$ cat config.mk
export PLATFORM = sky130hd
export DESIGN_NAME = sfrpd_top
export DESIGN_NICKNAME = d
export VERILOG_FILES = /design/src/inc/sfrpd_pkg.sv /design/src/logic/sfrpd_reg8.sv /design/src/logic/sfrpd_top.sv
export VERILOG_INCLUDE_DIRS = /design/src /design/src/inc
export SDC_FILE = /design/constraint.sdc
export NUM_CORES = 1
export LEC_CHECK = 0
export ABC_AREA = 1
export ABC_CLOCK_PERIOD_IN_PS = 1350
export BUFFER_PORTS_ARGS = -buffer_cell sky130_fd_sc_hd__buf_2
export CORE_MARGIN = 5
export CORE_UTILIZATION = 25
export CTS_CLUSTER_DIAMETER = 50
export DETAILED_ROUTE_END_ITERATION = 12
export GPL_ROUTABILITY_DRIVEN = 0
export HOLD_SLACK_MARGIN = 0.02
export PLACE_DENSITY_LB_ADDON = 0.25
export RECOVER_POWER = 100
export SLEW_MARGIN = 40
export SYNTH_ARGS = -nofsm -noshare
export SYNTH_HDL_FRONTEND = slang
export SYNTH_SLANG_ARGS = --single-unit
$ cat constraint.sdc
create_clock -name clk -period 1.35 [get_ports clk]
set_input_delay 0.27 -clock clk [delete_from_list [all_inputs] [get_ports clk]]
set_output_delay 0.27 -clock clk [all_outputs]
set_load 0.01 [all_outputs]
$ cat src/inc/sfrpd_map.svh
// register offsets, field layouts, reset values and decode constants of the page decoder
`ifndef SFRPD_MAP_SVH
`define SFRPD_MAP_SVH

// register addresses inside the special register space
`define SFRPD_ADDR_PAGE_SEL 8'hA7
`define SFRPD_ADDR_XRAM_PAGE 8'hAA

// page values
`define SFRPD_PAGE_DEFAULT 8'h00
`define SFRPD_PAGE_SECOND 8'h0F

// reset values and writable bit masks
`define SFRPD_PAGE_SEL_RESET 8'h00
`define SFRPD_PAGE_SEL_WMASK 8'hFF
`define SFRPD_XRAM_PAGE_RESET 8'h00
`define SFRPD_XRAM_PAGE_WMASK 8'h0F

// field positions
`define SFRPD_SPACE_BIT 7
`define SFRPD_COL_MSB 2
`define SFRPD_BIT_COL 3'h0

// registers visible identically on every page
`define SFRPD_ADDR_P0 8'h80
`define SFRPD_ADDR_SP 8'h81
`define SFRPD_ADDR_DPL 8'h82
`define SFRPD_ADDR_DPH 8'h83
`define SFRPD_ADDR_PCON 8'h87
`define SFRPD_ADDR_P1 8'h90
`define SFRPD_ADDR_P2 8'hA0
`define SFRPD_ADDR_IE 8'hA8
`define SFRPD_ADDR_CLKSEL 8'hA9
`define SFRPD_ADDR_PSW 8'hD0
`define SFRPD_ADDR_ACC 8'hE0
`define SFRPD_ADDR_EIE1 8'hE6
`define SFRPD_ADDR_EIE2 8'hE7
`define SFRPD_ADDR_B 8'hF0
`define SFRPD_ADDR_EIP1 8'hF6
`define SFRPD_ADDR_EIP2 8'hF7

`endif

$ cat src/inc/sfrpd_pkg.sv
// types shared by the page decoder files
`default_nettype none
package sfrpd_pkg;
    // where a data access is steered
    typedef enum logic [1:0] {
        ROUTE_NONE,
        ROUTE_LOWER_RAM,
        ROUTE_SFR,
        ROUTE_UPPER_RAM
    } sfrpd_route_e;
    // one byte of register data
    typedef logic [7:0] sfrpd_byte_t;
endpackage
`default_nettype wire

$ cat src/logic/sfrpd_reg8.sv
// byte register with per-bit write mask, masked bits hold their reset value
`timescale 1ns/1ns
`default_nettype none
module sfrpd_reg8 #(
    parameter logic [7:0] RESET_VAL = 8'h00,
    parameter logic [7:0] WMASK = 8'hFF
) (
    input wire logic clk,
    input wire logic arst_n,
    input wire logic wr_en,
    input wire logic [7:0] wdata,
    output logic [7:0] q
);
    // masked merge: bits outside the mask keep the constant reset value
    wire [7:0] q_nxt = (wdata & WMASK) | (RESET_VAL & ~WMASK);

    // storage, reset to a constant only
    always_ff @(posedge clk or negedge arst_n) begin
        if (!arst_n) begin
            q <= RESET_VAL;
        end else if (wr_en) begin
            q <= q_nxt;
        end
    end
endmodule
`default_nettype wire

$ cat src/logic/sfrpd_top.sv
// special register page decoder with the page select and external ram page registers
`timescale 1ns/1ns
`default_nettype none
`include "sfrpd_map.svh"
module sfrpd_top (
    input wire logic clk,
    input wire logic arst_n,
    input wire logic acc_valid,
    input wire logic acc_indirect,
    input wire logic acc_write,
    input wire logic acc_bit,
    input wire logic [2:0] acc_bit_idx,
    input wire logic [7:0] acc_addr,
    input wire logic [7:0] acc_wdata,
    input wire logic xmove_valid,
    input wire logic xmove_use_r1,
    input wire logic [7:0] idx_r0,
    input wire logic [7:0] idx_r1,
    output var sfrpd_pkg::sfrpd_route_e route,
    output logic [4:0] sfr_row,
    output logic [2:0] sfr_col,
    output logic sfr_on_page0,
    output logic sfr_on_pagef,
    output logic sfr_all_pages,
    output logic sfr_bit_ok,
    output logic bit_refused,
    output logic [7:0] rd_data,
    output logic rd_valid,
    output logic [7:0] page_select,
    output logic [7:0] xram_page,
    output logic [15:0] xmove_addr,
    output logic xmove_addr_valid
);
    // access classification
    wire upper_half = acc_addr[`SFRPD_SPACE_BIT];
    wire sfr_acc = acc_valid && !acc_indirect && upper_half;
    wire upper_ram_acc = acc_valid && acc_indirect && upper_half;
    wire lower_ram_acc = acc_valid && !upper_half;

    // row base and column index of the addressed register
    wire [4:0] row_w = acc_addr[7:3];
    wire [2:0] col_w = acc_addr[`SFRPD_COL_MSB:0];
    // only column zero of each row takes single-bit operations
    wire bit_col_w = (col_w == `SFRPD_BIT_COL);

    // core registers that ignore the page select
    wire common_w = (acc_addr == `SFRPD_ADDR_PAGE_SEL)
        || (acc_addr == `SFRPD_ADDR_P0) || (acc_addr == `SFRPD_ADDR_SP)
        || (acc_addr == `SFRPD_ADDR_DPL) || (acc_addr == `SFRPD_ADDR_DPH)
        || (acc_addr == `SFRPD_ADDR_PCON) || (acc_addr == `SFRPD_ADDR_P1)
        || (acc_addr == `SFRPD_ADDR_P2) || (acc_addr == `SFRPD_ADDR_IE)
        || (acc_addr == `SFRPD_ADDR_CLKSEL) || (acc_addr == `SFRPD_ADDR_PSW)
        || (acc_addr == `SFRPD_ADDR_ACC) || (acc_addr == `SFRPD_ADDR_EIE1)
        || (acc_addr == `SFRPD_ADDR_EIE2) || (acc_addr == `SFRPD_ADDR_B)
        || (acc_addr == `SFRPD_ADDR_EIP1)
        || (acc_addr == `SFRPD_ADDR_EIP2);

    // page compare; any other page value selects no paged register
    wire page_is_default = (page_select == `SFRPD_PAGE_DEFAULT);
    wire page_is_second = (page_select == `SFRPD_PAGE_SECOND);

    // local register hits; a bit write never lands here since byte_wr
    // excludes acc_bit, while a bit read of either address still answers
    wire page_sel_hit = sfr_acc && (acc_addr == `SFRPD_ADDR_PAGE_SEL);
    wire xram_page_hit = sfr_acc && page_is_default
        && (acc_addr == `SFRPD_ADDR_XRAM_PAGE);
    wire byte_wr = acc_write && !acc_bit;
    wire page_sel_wr = page_sel_hit && byte_wr;
    wire xram_page_wr = xram_page_hit && byte_wr;
    wire local_rd = (page_sel_hit || xram_page_hit) && !acc_write;

    // read data selection, zero when nothing local is addressed
    wire [7:0] rd_data_nxt = page_sel_hit ? page_select
        : (xram_page_hit ? xram_page : 8'h00);

    // external move address: a page write in the same cycle is bypassed
    // so the move never sees a stale page (no wait state needed)
    wire [7:0] xram_masked_wdata = acc_wdata & `SFRPD_XRAM_PAGE_WMASK;
    wire [7:0] xmove_hi_nxt = xram_page_wr ? xram_masked_wdata : xram_page;
    wire [7:0] xmove_lo_nxt = xmove_use_r1 ? idx_r1 : idx_r0;

    // decode outputs, combinational select lines
    assign route = sfr_acc ? sfrpd_pkg::ROUTE_SFR
        : (upper_ram_acc ? sfrpd_pkg::ROUTE_UPPER_RAM
        : (lower_ram_acc ? sfrpd_pkg::ROUTE_LOWER_RAM
        : sfrpd_pkg::ROUTE_NONE));
    assign sfr_row = row_w;
    assign sfr_col = col_w;
    assign sfr_all_pages = sfr_acc && common_w;
    assign sfr_on_page0 = sfr_acc && !common_w && page_is_default;
    assign sfr_on_pagef = sfr_acc && !common_w && page_is_second;
    assign sfr_bit_ok = sfr_acc && bit_col_w;
    // bit operation aimed at a byte-only register is flagged; the route and page selects still assert
    assign bit_refused = sfr_acc && acc_bit && !bit_col_w;

    // page select register, full byte writable from every page
    sfrpd_reg8 #(
        .RESET_VAL(`SFRPD_PAGE_SEL_RESET),
        .WMASK(`SFRPD_PAGE_SEL_WMASK)
    ) u_page_sel (
        .clk(clk),
        .arst_n(arst_n),
        .wr_en(page_sel_wr),
        .wdata(acc_wdata),
        .q(page_select)
    );

    // external ram page register, upper nibble pinned at zero
    sfrpd_reg8 #(
        .RESET_VAL(`SFRPD_XRAM_PAGE_RESET),
        .WMASK(`SFRPD_XRAM_PAGE_WMASK)
    ) u_xram_page (
        .clk(clk),
        .arst_n(arst_n),
        .wr_en(xram_page_wr),
        .wdata(acc_wdata),
        .q(xram_page)
    );

    // registered read answer, one cycle after the access
    always_ff @(posedge clk or negedge arst_n) begin
        if (!arst_n) begin
            rd_data <= 8'h00;
            rd_valid <= 1'b0;
        end else begin
            rd_valid <= local_rd;
            rd_data <= local_rd ? rd_data_nxt : 8'h00;
        end
    end

    // registered external move address, one cycle after the request
    always_ff @(posedge clk or negedge arst_n) begin
        if (!arst_n) begin
            xmove_addr <= 16'h0000;
            xmove_addr_valid <= 1'b0;
        end else begin
            xmove_addr_valid <= xmove_valid;
            if (xmove_valid) begin
                xmove_addr <= {xmove_hi_nxt, xmove_lo_nxt};
            end
        end
    end

    // checks on the decode and the two registers
    xram_hi_zero_a: assert property (
        @(posedge clk) disable iff (!arst_n) xram_page[7:4] == 4'h0)
        else $error("page register upper nibble not zero");

    xmove_high_byte_a: assert property (
        @(posedge clk) disable iff (!arst_n)
        xmove_valid && !xram_page_wr |=> xmove_addr_valid
            && xmove_addr[15:8] == $past(xram_page))
        else $error("move address high byte differs from page");

    xmove_low_byte_a: assert property (
        @(posedge clk) disable iff (!arst_n)
        xmove_valid |=> xmove_addr[7:0]
            == ($past(xmove_use_r1) ? $past(idx_r1) : $past(idx_r0)))
        else $error("move address low byte from wrong index");

    xram_page_only0_a: assert property (
        @(posedge clk) disable iff (!arst_n)
        sfr_acc && acc_write && acc_addr == `SFRPD_ADDR_XRAM_PAGE
            && !page_is_default |=> $stable(xram_page))
        else $error("page register written off page zero");

    direct_to_sfr_a: assert property (
        @(posedge clk) disable iff (!arst_n)
        acc_valid && !acc_indirect && acc_addr[7]
            |-> route == sfrpd_pkg::ROUTE_SFR)
        else $error("direct upper access not routed to registers");

    indirect_to_ram_a: assert property (
        @(posedge clk) disable iff (!arst_n)
        acc_valid && acc_indirect && acc_addr[7]
            |-> route == sfrpd_pkg::ROUTE_UPPER_RAM && !sfr_bit_ok)
        else $error("indirect upper access not routed to ram");

    bit_op_refused_a: assert property (
        @(posedge clk) disable iff (!arst_n)
        sfr_acc && acc_bit |-> (bit_refused == (acc_addr[2:0] != 3'h0)))
        else $error("bit operation check wrong");

    default_page_a: assert property (
        @(posedge clk) disable iff (!arst_n)
        sfr_acc && !common_w && page_select == 8'h00
            |-> sfr_on_page0 && !sfr_on_pagef)
        else $error("default page not decoded");

    second_page_a: assert property (
        @(posedge clk) disable iff (!arst_n)
        sfr_acc && !common_w && page_select == 8'h0F
            |-> sfr_on_pagef && !sfr_on_page0)
        else $error("second page not decoded");

    common_regs_a: assert property (
        @(posedge clk) disable iff (!arst_n)
        sfr_acc && acc_addr == 8'hE0
            |-> sfr_all_pages && !sfr_on_page0 && !sfr_on_pagef)
        else $error("common register decoded as paged");

    page_sel_write_a: assert property (
        @(posedge clk) disable iff (!arst_n)
        sfr_acc && acc_write && !acc_bit && acc_addr == 8'hA7
            |=> page_select == $past(acc_wdata))
        else $error("page select write lost");

    row_col_a: assert property (
        @(posedge clk) disable iff (!arst_n)
        sfr_acc |-> {sfr_row, 3'h0} + {5'h00, sfr_col} == acc_addr)
        else $error("row and column do not form address");

    xmove_bypass_a: assert property (
        @(posedge clk) disable iff (!arst_n)
        xmove_valid && xram_page_wr
            |=> xmove_addr[15:8] == ($past(acc_wdata) & 8'h0F)
            && xram_page == xmove_addr[15:8])
        else $error("move did not use freshly written page");

    read_answer_a: assert property (
        @(posedge clk) disable iff (!arst_n)
        sfr_acc && !acc_write && acc_addr == 8'hA7
            |=> rd_valid && rd_data == $past(page_select))
        else $error("page select read wrong");

    // the page register stays silent once another page is selected
    page_rd_off0_a: assert property (
        @(posedge clk) disable iff (!arst_n)
        sfr_acc && !acc_write && acc_addr == 8'hAA && !page_is_default
            |=> !rd_valid)
        else $error("page register answered off page zero");

    // a bit write aimed at the byte-only page select must not land
    bit_wr_held_a: assert property (
        @(posedge clk) disable iff (!arst_n)
        sfr_acc && acc_write && acc_bit && acc_addr == 8'hA7
            |=> $stable(page_select))
        else $error("bit write changed page select");

    // the lower half never reaches the special register space
    lower_ram_a: assert property (
        @(posedge clk) disable iff (!arst_n)
        acc_valid && !acc_addr[7] |-> route == sfrpd_pkg::ROUTE_LOWER_RAM)
        else $error("lower access not routed to lower ram");

    // no target is selected when the core is not accessing
    idle_route_a: assert property (
        @(posedge clk) disable iff (!arst_n)
        !acc_valid |-> route == sfrpd_pkg::ROUTE_NONE)
        else $error("route shown without an access");
endmodule
`default_nettype wire

==> results of run 1 <==
synth_stat cells, drive strengths merged:
master / instances
nand2: 75
dfrtp: 42
inv: 29
nor2: 28
nand3: 23
o21ai: 23
a21oi: 11
buf: 11
and2: 4
nand4: 4
nor3: 3
a21boi: 1
clkbuf: 1
power groups by stage:
stage          combinational (mW)  sequential, mW  clock (mW)
3_3_place_gp                0.376            1.35           0
3_5_place_dp                0.378            1.35           0
6_report                    0.383            1.33       0.753
2_1_floorplan               0.144            1.37           0
5_1_grt                     0.432            1.33       0.845
4_1_cts                     0.400            1.33       0.789
layer usage:
layer / up-vias / part of all wire / GRT usage
met1: 938 / 0.43 / 0.1420
met4: 0 / 0.0068 / 0.03374
met3: 6 / 0.076 / 0.03168
met5: - / 0 / 0
met2: 68 / 0.49 / 0.1911
li1: 1042 / - / -
flip-flops by register name, indices dropped and copies added (netlist names):
signal	flops
rd_valid	1
u_page_sel.q	8
u_xram_page.q	8
xmove_addr	16
rd_data	8
xmove_addr_valid	1
cell families (layout without fill, tap and decap cells):
group / count (synthesis) / count (layout)
AO/OA/AOI/OAI: 35 / 35
buffers and inverters: 41 / 162
flip-flops: 42 / 42
AND/OR/NAND/NOR: 137 / 138
area by class of cell:
| class | instances | area [sq um] |
|---|---|---|
| clock buffers | 7 | 76.32 |
| fillers | 934 | 5179 |
| inverters | 29 | 118.9 |
| multi-input cells | 173 | 987.2 |
| flip-flops and latches | 42 | 1051 |
| well taps | 105 | 131.4 |
| repair buffers | 126 | 673.1 |
what timing repair did:
action	4_1_cts	5_1_grt
hold buffers	1	0
resized for setup	20	32
setup endpoints to repair	20	28
endpoints found under the hold margin	42	0
pin swaps	12	3
gates cloned	0	1
setup buffers	4	2
worst paths after layout:
kind / cells past startpoint / end
worst min register to register: 2 / xmove_addr[8]
worst min-delay path: 3 / u_page_sel.q[7]
worst max-delay path: 6 / sfr_on_pagef
worst max register to register: 9 / xmove_addr[11]
max in group asynchronous: 3 / xmove_addr[1]
min in group asynchronous: 3 / u_page_sel.q[4]
worst max-delay path, stage by stage, from the launching register on:
cell	delay [ns]
dfrtp_1	0.40
nor2_2	0.13
nand2_2	0.10
nor2_1	0.09
nand3_1	0.09
nor2_1	0.10
buf_2	0.13
==> metrics.txt, run 1 <==
number of antenna cells inserted 0; count of boundary I/O pins 100; per-instance average area after synthesis 8.253 sq um; share of cell area taken by muxes after synthesis 0; clk_skew 0.005277 ns; Reg2Reg Setup Slack -0.10 ns; via-per-instance ratio 4.261; Post-Route WL 6.146 mm; area enclosed by the die boundary 10350 sq um; Slew Limit Fails 0; post-synth cell types 25; clock root buffer clkbuf_8; number of nets in the layout 420; Synth Register Bits 42; tightest slew margin relative to the limit 0.6079; kind of end point of the critical path output port; count of unresolved DRC violations after routing 0; vias in the first global route 2081; total power per unit cell area 810.8 nW/um^2; cell area after placement 2835 sq um; initial core utilization 0.2561; fraction of power consumed by combinational cells 0.156; summed area of non-filler cells in the final layout 3038 sq um; largest cells by area after synthesis dfrtp_1 50%, nand2_1 12%, nand3_1 4.8%, inv_1 4.6%, o21ai_0 4.5%; Int Pwr 1.810 mW; number of antenna-violating nets in the routed design 0; switching power total 0.6531 mW; max capacitance violation total 0; Initial DRT Pass Iterations 4; xor and xnor fraction of the mapped netlist area 0; Worst setup startpoint u_page_sel.q[7]; fin worst setup slack -0.2400 ns; startpoint types flip-flop; pin count of the biggest net entering global routing 43; slew at the pin closest to its max-slew limit 0.5882 ns; global route overflow 0; Die X-Extent 101.8 microns; maximum vdd drop 313.2 uV; CTS max path bufs 2; setup-violating endpoint count in the final report 22; Static Leak 1.611 nW; number of buffers created by CTS 5; worst slack after detailed placement -0.1269 ns; clk sinks 42; run status finished, violations left; count of synthesis-stage warnings from yosys 0; CTS clock-pin slew for the worst setup and hold paths 0.08 ns; fraction of final layout cells sized beyond drive strength 1 0.3581; area share of the largest cell type after synthesis 0.4994; worst hold-check slack 0.2088 ns; synthesized-area fraction occupied by and/or/nand/nor cells 0.3127; Clock Latency Late Sink 0.29 ns; combinational family with the most area after synthesis simple AND/OR/NAND/NOR gates; number of nets produced by synthesis 298; kind of critical path flip-flop to output port; initial DRC count 73; launch point of the worst reg-to-reg path u_page_sel.q[0]; switch share 0.2651; portion of total power attributed to the clock network 0.306; Final Hold Fails 0; data arrival time of the critical path 1.32 ns; leading cell type in the layout, fill and taps excluded nand2_1; setup repair after global routing missed its margin yes; startpoint of the worst hold path acc_wdata[7]; cell count after placement 468; half-perimeter wire length after detailed placement 4.583 mm; total number of H-tree levels 2; share of the core filled with cells in the final layout 0.3697; highest fanout seen on the critical path 2; failing checks setup timing; Non-Filler Instances 482; total number of placement rows 33; total global-route track usage 0.1137; global-route wire length before repair 9.487 mm; number of antenna violations at the first check in global routing 0; overall power of the completed layout 2.463 mW; Synth Cell Area 2105 sq um; Core Area 8217 sq um; sequential share of power 0.539; Yosys top cell by area dfrtp_1; via total after detailed routing 2054; CTS tree done; Period Utilization, post-route 1.178; Routed WL per cell 12.75 microns; growth of design area from synthesis to finish 44.35%; sum of negative setup slack -1.486 ns; Die H 101.8 microns; Min-Delay Path Class input pin to flip-flop; clock period minus final worst setup slack 1.590 ns; adder-cell share of the synthesized area 0; share of the synthesized area in compound gates (AO/OA/AOI/OAI) 0.09156; Port-buffer cells 96; Max Freq 628.9 MHz; Crit path required time 1.08 ns; number of instances in the synthesized netlist 255; most used cells in the layout excluding fill and tap cells 61 x nand2_1, 51 x clkbuf_1, 50 x buf_2, 42 x dfrtp_1, 23 x inv_1; sequential-to-total area share from yosys stat 0.4994
(Power assumes the default switching activity.)
==> run 2, diff against run 1 <==
--- a/config.mk
+++ b/config.mk
@@ -6,7 +6,7 @@
 export SDC_FILE = /design/constraint.sdc
 export NUM_CORES = 1
 export LEC_CHECK = 0
-export ABC_AREA = 1
+export ABC_AREA = 0
 export ABC_CLOCK_PERIOD_IN_PS = 1350
 export BUFFER_PORTS_ARGS = -buffer_cell sky130_fd_sc_hd__buf_2
 export CORE_MARGIN = 5
@@ -16,7 +16,8 @@
 export GPL_ROUTABILITY_DRIVEN = 0
 export HOLD_SLACK_MARGIN = 0.02
 export PLACE_DENSITY_LB_ADDON = 0.25
-export RECOVER_POWER = 100
+export RECOVER_POWER = 50
+export SKIP_CTS_REPAIR_TIMING = 1
 export SLEW_MARGIN = 40
 export SYNTH_ARGS = -nofsm -noshare
 export SYNTH_HDL_FRONTEND = slang
==> metrics.txt, run 2 <==
Synth Register Bits 42 (unchanged); main flop type after synthesis dfrtp_1; Die H 101.4 microns (-0.38%); worst hold stages 2 (-1); sink of the worst hold path u_page_sel.q[6]; total number of H-tree levels 2 (unchanged); startpoint types flip-flop; CTS clock-pin slew for the worst setup and hold paths 0.08 ns (about the same); global-route wire length before repair 8.728 mm (-8.0%); total number of placement rows 33 (unchanged); Reg2Reg Setup Slack -0.31 ns (-0.21 ns); Routed WL per cell 13.80 microns (+8.2%); most used cells in the layout excluding fill and tap cells 87 x buf_2, 42 x dfrtp_1, 29 x buf_4, 16 x mux2i_1, 16 x nor2_1; reg-to-reg critical path endpoint rd_data[3]; pin count of the biggest net entering global routing 43 (unchanged); half-perimeter wire length after detailed placement 4.363 mm (-4.8%); Yosys top cell by area dfrtp_1; via-per-instance ratio 4.369 (+2.5%); sum of negative setup slack -6.538 ns (-5.052 ns); initial core utilization 0.2553 (-0.0008490); maximum vdd drop 378.0 uV (+21%); clock root buffer clkbuf_8; vias in the first global route 1760 (-15%); Clock Latency Late Sink 0.29 ns (about the same); total global-route track usage 0.1060 (-0.007625); number of nets in the layout 355 (-15%); failing checks setup timing; leading cell type in the layout, fill and taps excluded buf_2; setup repair after global routing missed its margin yes; area share of the largest cell type after synthesis 0.5036 (+0.004192); number of synthesized flops with an enable pin 0 (unchanged); Static Leak 1.708 nW (+6.0%); Synth Cell Area 2087 sq um (-0.83%); total power per unit cell area 850.1 nW/um^2 (+4.8%); Period Utilization, post-route 1.330 (+0.1521); Non-Filler Instances 417 (-13%); tightest slew margin relative to the limit 0.6192 (+0.01138); number of instances in the synthesized netlist 189 (-26%); per-instance average area after synthesis 11.04 sq um (+34%); Crit path required time 1.08 ns (about the same); Biggest register xmove_addr; fin worst setup slack -0.4453 ns (-0.2053 ns); clk sinks 42 (unchanged); number of antenna violations at the first check in global routing 0 (unchanged); area enclosed by the die boundary 10270 sq um (-0.76%); sequential-to-total area share from yosys stat 0.5036 (+0.004192); largest cells by area after synthesis dfrtp_1 50%, mux2i_1 7.7%, mux2_4 5.8%, nor2_1 4.3%, buf_4 2.9%; cells on worst reg2reg path 5 (-4); clk_skew 0.008912 ns (+0.003634 ns); kind of critical path flip-flop to output port; count of boundary I/O pins 100 (unchanged); fraction of registers with async set/reset 1.000 (unchanged); Core Area 8175 sq um (-0.50%); fraction of final layout cells sized beyond drive strength 1 0.5673 (+0.2092); count of unresolved DRC violations after routing 0 (unchanged); post-synth cell types 42 (+68%); run status finished, violations left; clock period minus final worst setup slack 1.795 ns (+0.2053 ns); CTS tree done; cell count after placement 403 (-14%); data arrival time of the critical path 1.53 ns (+0.21 ns); startpoint of the worst hold path acc_wdata[6]; setup-violating endpoint count in the final report 28 (+27%); initial DRC count 24 (-67%); max reg flops 16 (unchanged); growth of design area from synthesis to finish 52.34%; most repeated cell in the gate-level netlist after synthesis dfrtp_1; number of nets produced by synthesis 232 (-22%); Final Hold Fails 0 (unchanged); via total after detailed routing 1822 (-11%); Port-buffer cells 96 (unchanged); highest fanout seen on the critical path 2 (unchanged); Slew Limit Fails 0 (unchanged); kind of end point of the critical path output port; number of antenna-violating nets in the routed design 0 (unchanged); global route overflow 0 (unchanged); Min-Delay Path Class input pin to flip-flop; max capacitance violation total 0 (unchanged); number of antenna cells inserted 0 (unchanged); Max Freq 557.0 MHz (-11%); CTS max path bufs 2 (unchanged); leading post-synthesis cells by instance count 42 x dfrtp_1, 24 x nor2_1, 16 x mux2i_1, 10 x nand2_1, 9 x a21oi_1; Initial DRT Pass Iterations 4 (unchanged); count of synthesis-stage warnings from yosys 0 (unchanged); overall power of the completed layout 2.703 mW (+9.7%); number of buffers created by CTS 5 (unchanged); slew at the pin closest to its max-slew limit 0.5711 ns (-0.01707 ns); Post-Route WL 5.755 mm (-6.4%); Die X-Extent 101.4 microns (-0.38%); launch point of the worst reg-to-reg path u_page_sel.q[6]
## run 2: cells by family after synthesis
| kind of cell | Yosys count | synth area share |
|---|---|---|
| simple gates | 72 | 0.2146 |
| compound gates | 28 | 0.08034 |
| buf+inv | 23 | 0.06714 |
| flops | 42 | 0.5036 |
| mux | 24 | 0.1343 |
## run 2: per-stage QoR
stage	setup WS, ns	instance area [sq um]	util	hold slack, ns
2_1_floorplan	-0.1724	2121	-	-0.02559
3_3_place_gp	-0.4058	2843	0.3477	0.2638
3_5_place_dp	-0.4252	2843	0.3477	0.2646
4_1_cts	-0.5321	2955	0.3615	-0.05812
5_1_grt	-0.5586	3179	0.3889	0.1942
6_report	-0.4453	3179	0.3889	0.2055
## run 2: per-layer routing
| layer | global-route usage | up-vias | share of wire |
|---|---|---|---|
| met4 | 0.02454 | 0 | 0.014 |
| met2 | 0.1640 | 80 | 0.44 |
| met5 | 0 | - | 0 |
| li1 | - | 906 | - |
| met3 | 0.03788 | 9 | 0.10 |
| met1 | 0.1424 | 827 | 0.45 |
## run 2: power by group
| group | leakage [nW] | total (mW) | switching, mW | internal (mW) |
|---|---|---|---|---|
| sequential | 0.556 | 1.31 | 0.0175 | 1.29 |
| combinational | 1.09 | 0.393 | 0.207 | 0.186 |
| clock | 0.0573 | 0.998 | 0.406 | 0.592 |
## run 2: area by class of cell
class                           instances  area, sq um
Sequential cell                        42         1051
Tap cell                              105        131.4
Clock inverter                          1        30.03
Clock buffer                            6        82.58
Fill cell                             829         4996
Multi-Input combinational cell        126         1100
Timing Repair Buffer                  130        758.2
Inverter                                7        26.28
## run 2: worst max-delay path: stages, from the launching register on
cell and delay [ns]:
dfrtp_1 0.41, nor4_4 0.33, buf_4 0.17, nand3_2 0.07, nor3_2 0.10, buf_2 0.15
## run 2: worst max-delay path by stage
stage	start	endpoint	slack, ns	depth (start not counted)
after CTS	u_page_sel.q[3]	sfr_on_page0	-0.53	5
after global placement	u_page_sel.q[3]	rd_data[3]	-0.41	4
after floorplan	u_page_sel.q[3]	xmove_addr[10]	-0.17	4
after global routing	u_page_sel.q[3]	sfr_on_page0	-0.56	5
final	u_page_sel.q[6]	sfr_on_pagef	-0.45	5
after detailed placement	u_page_sel.q[3]	rd_data[3]	-0.43	4
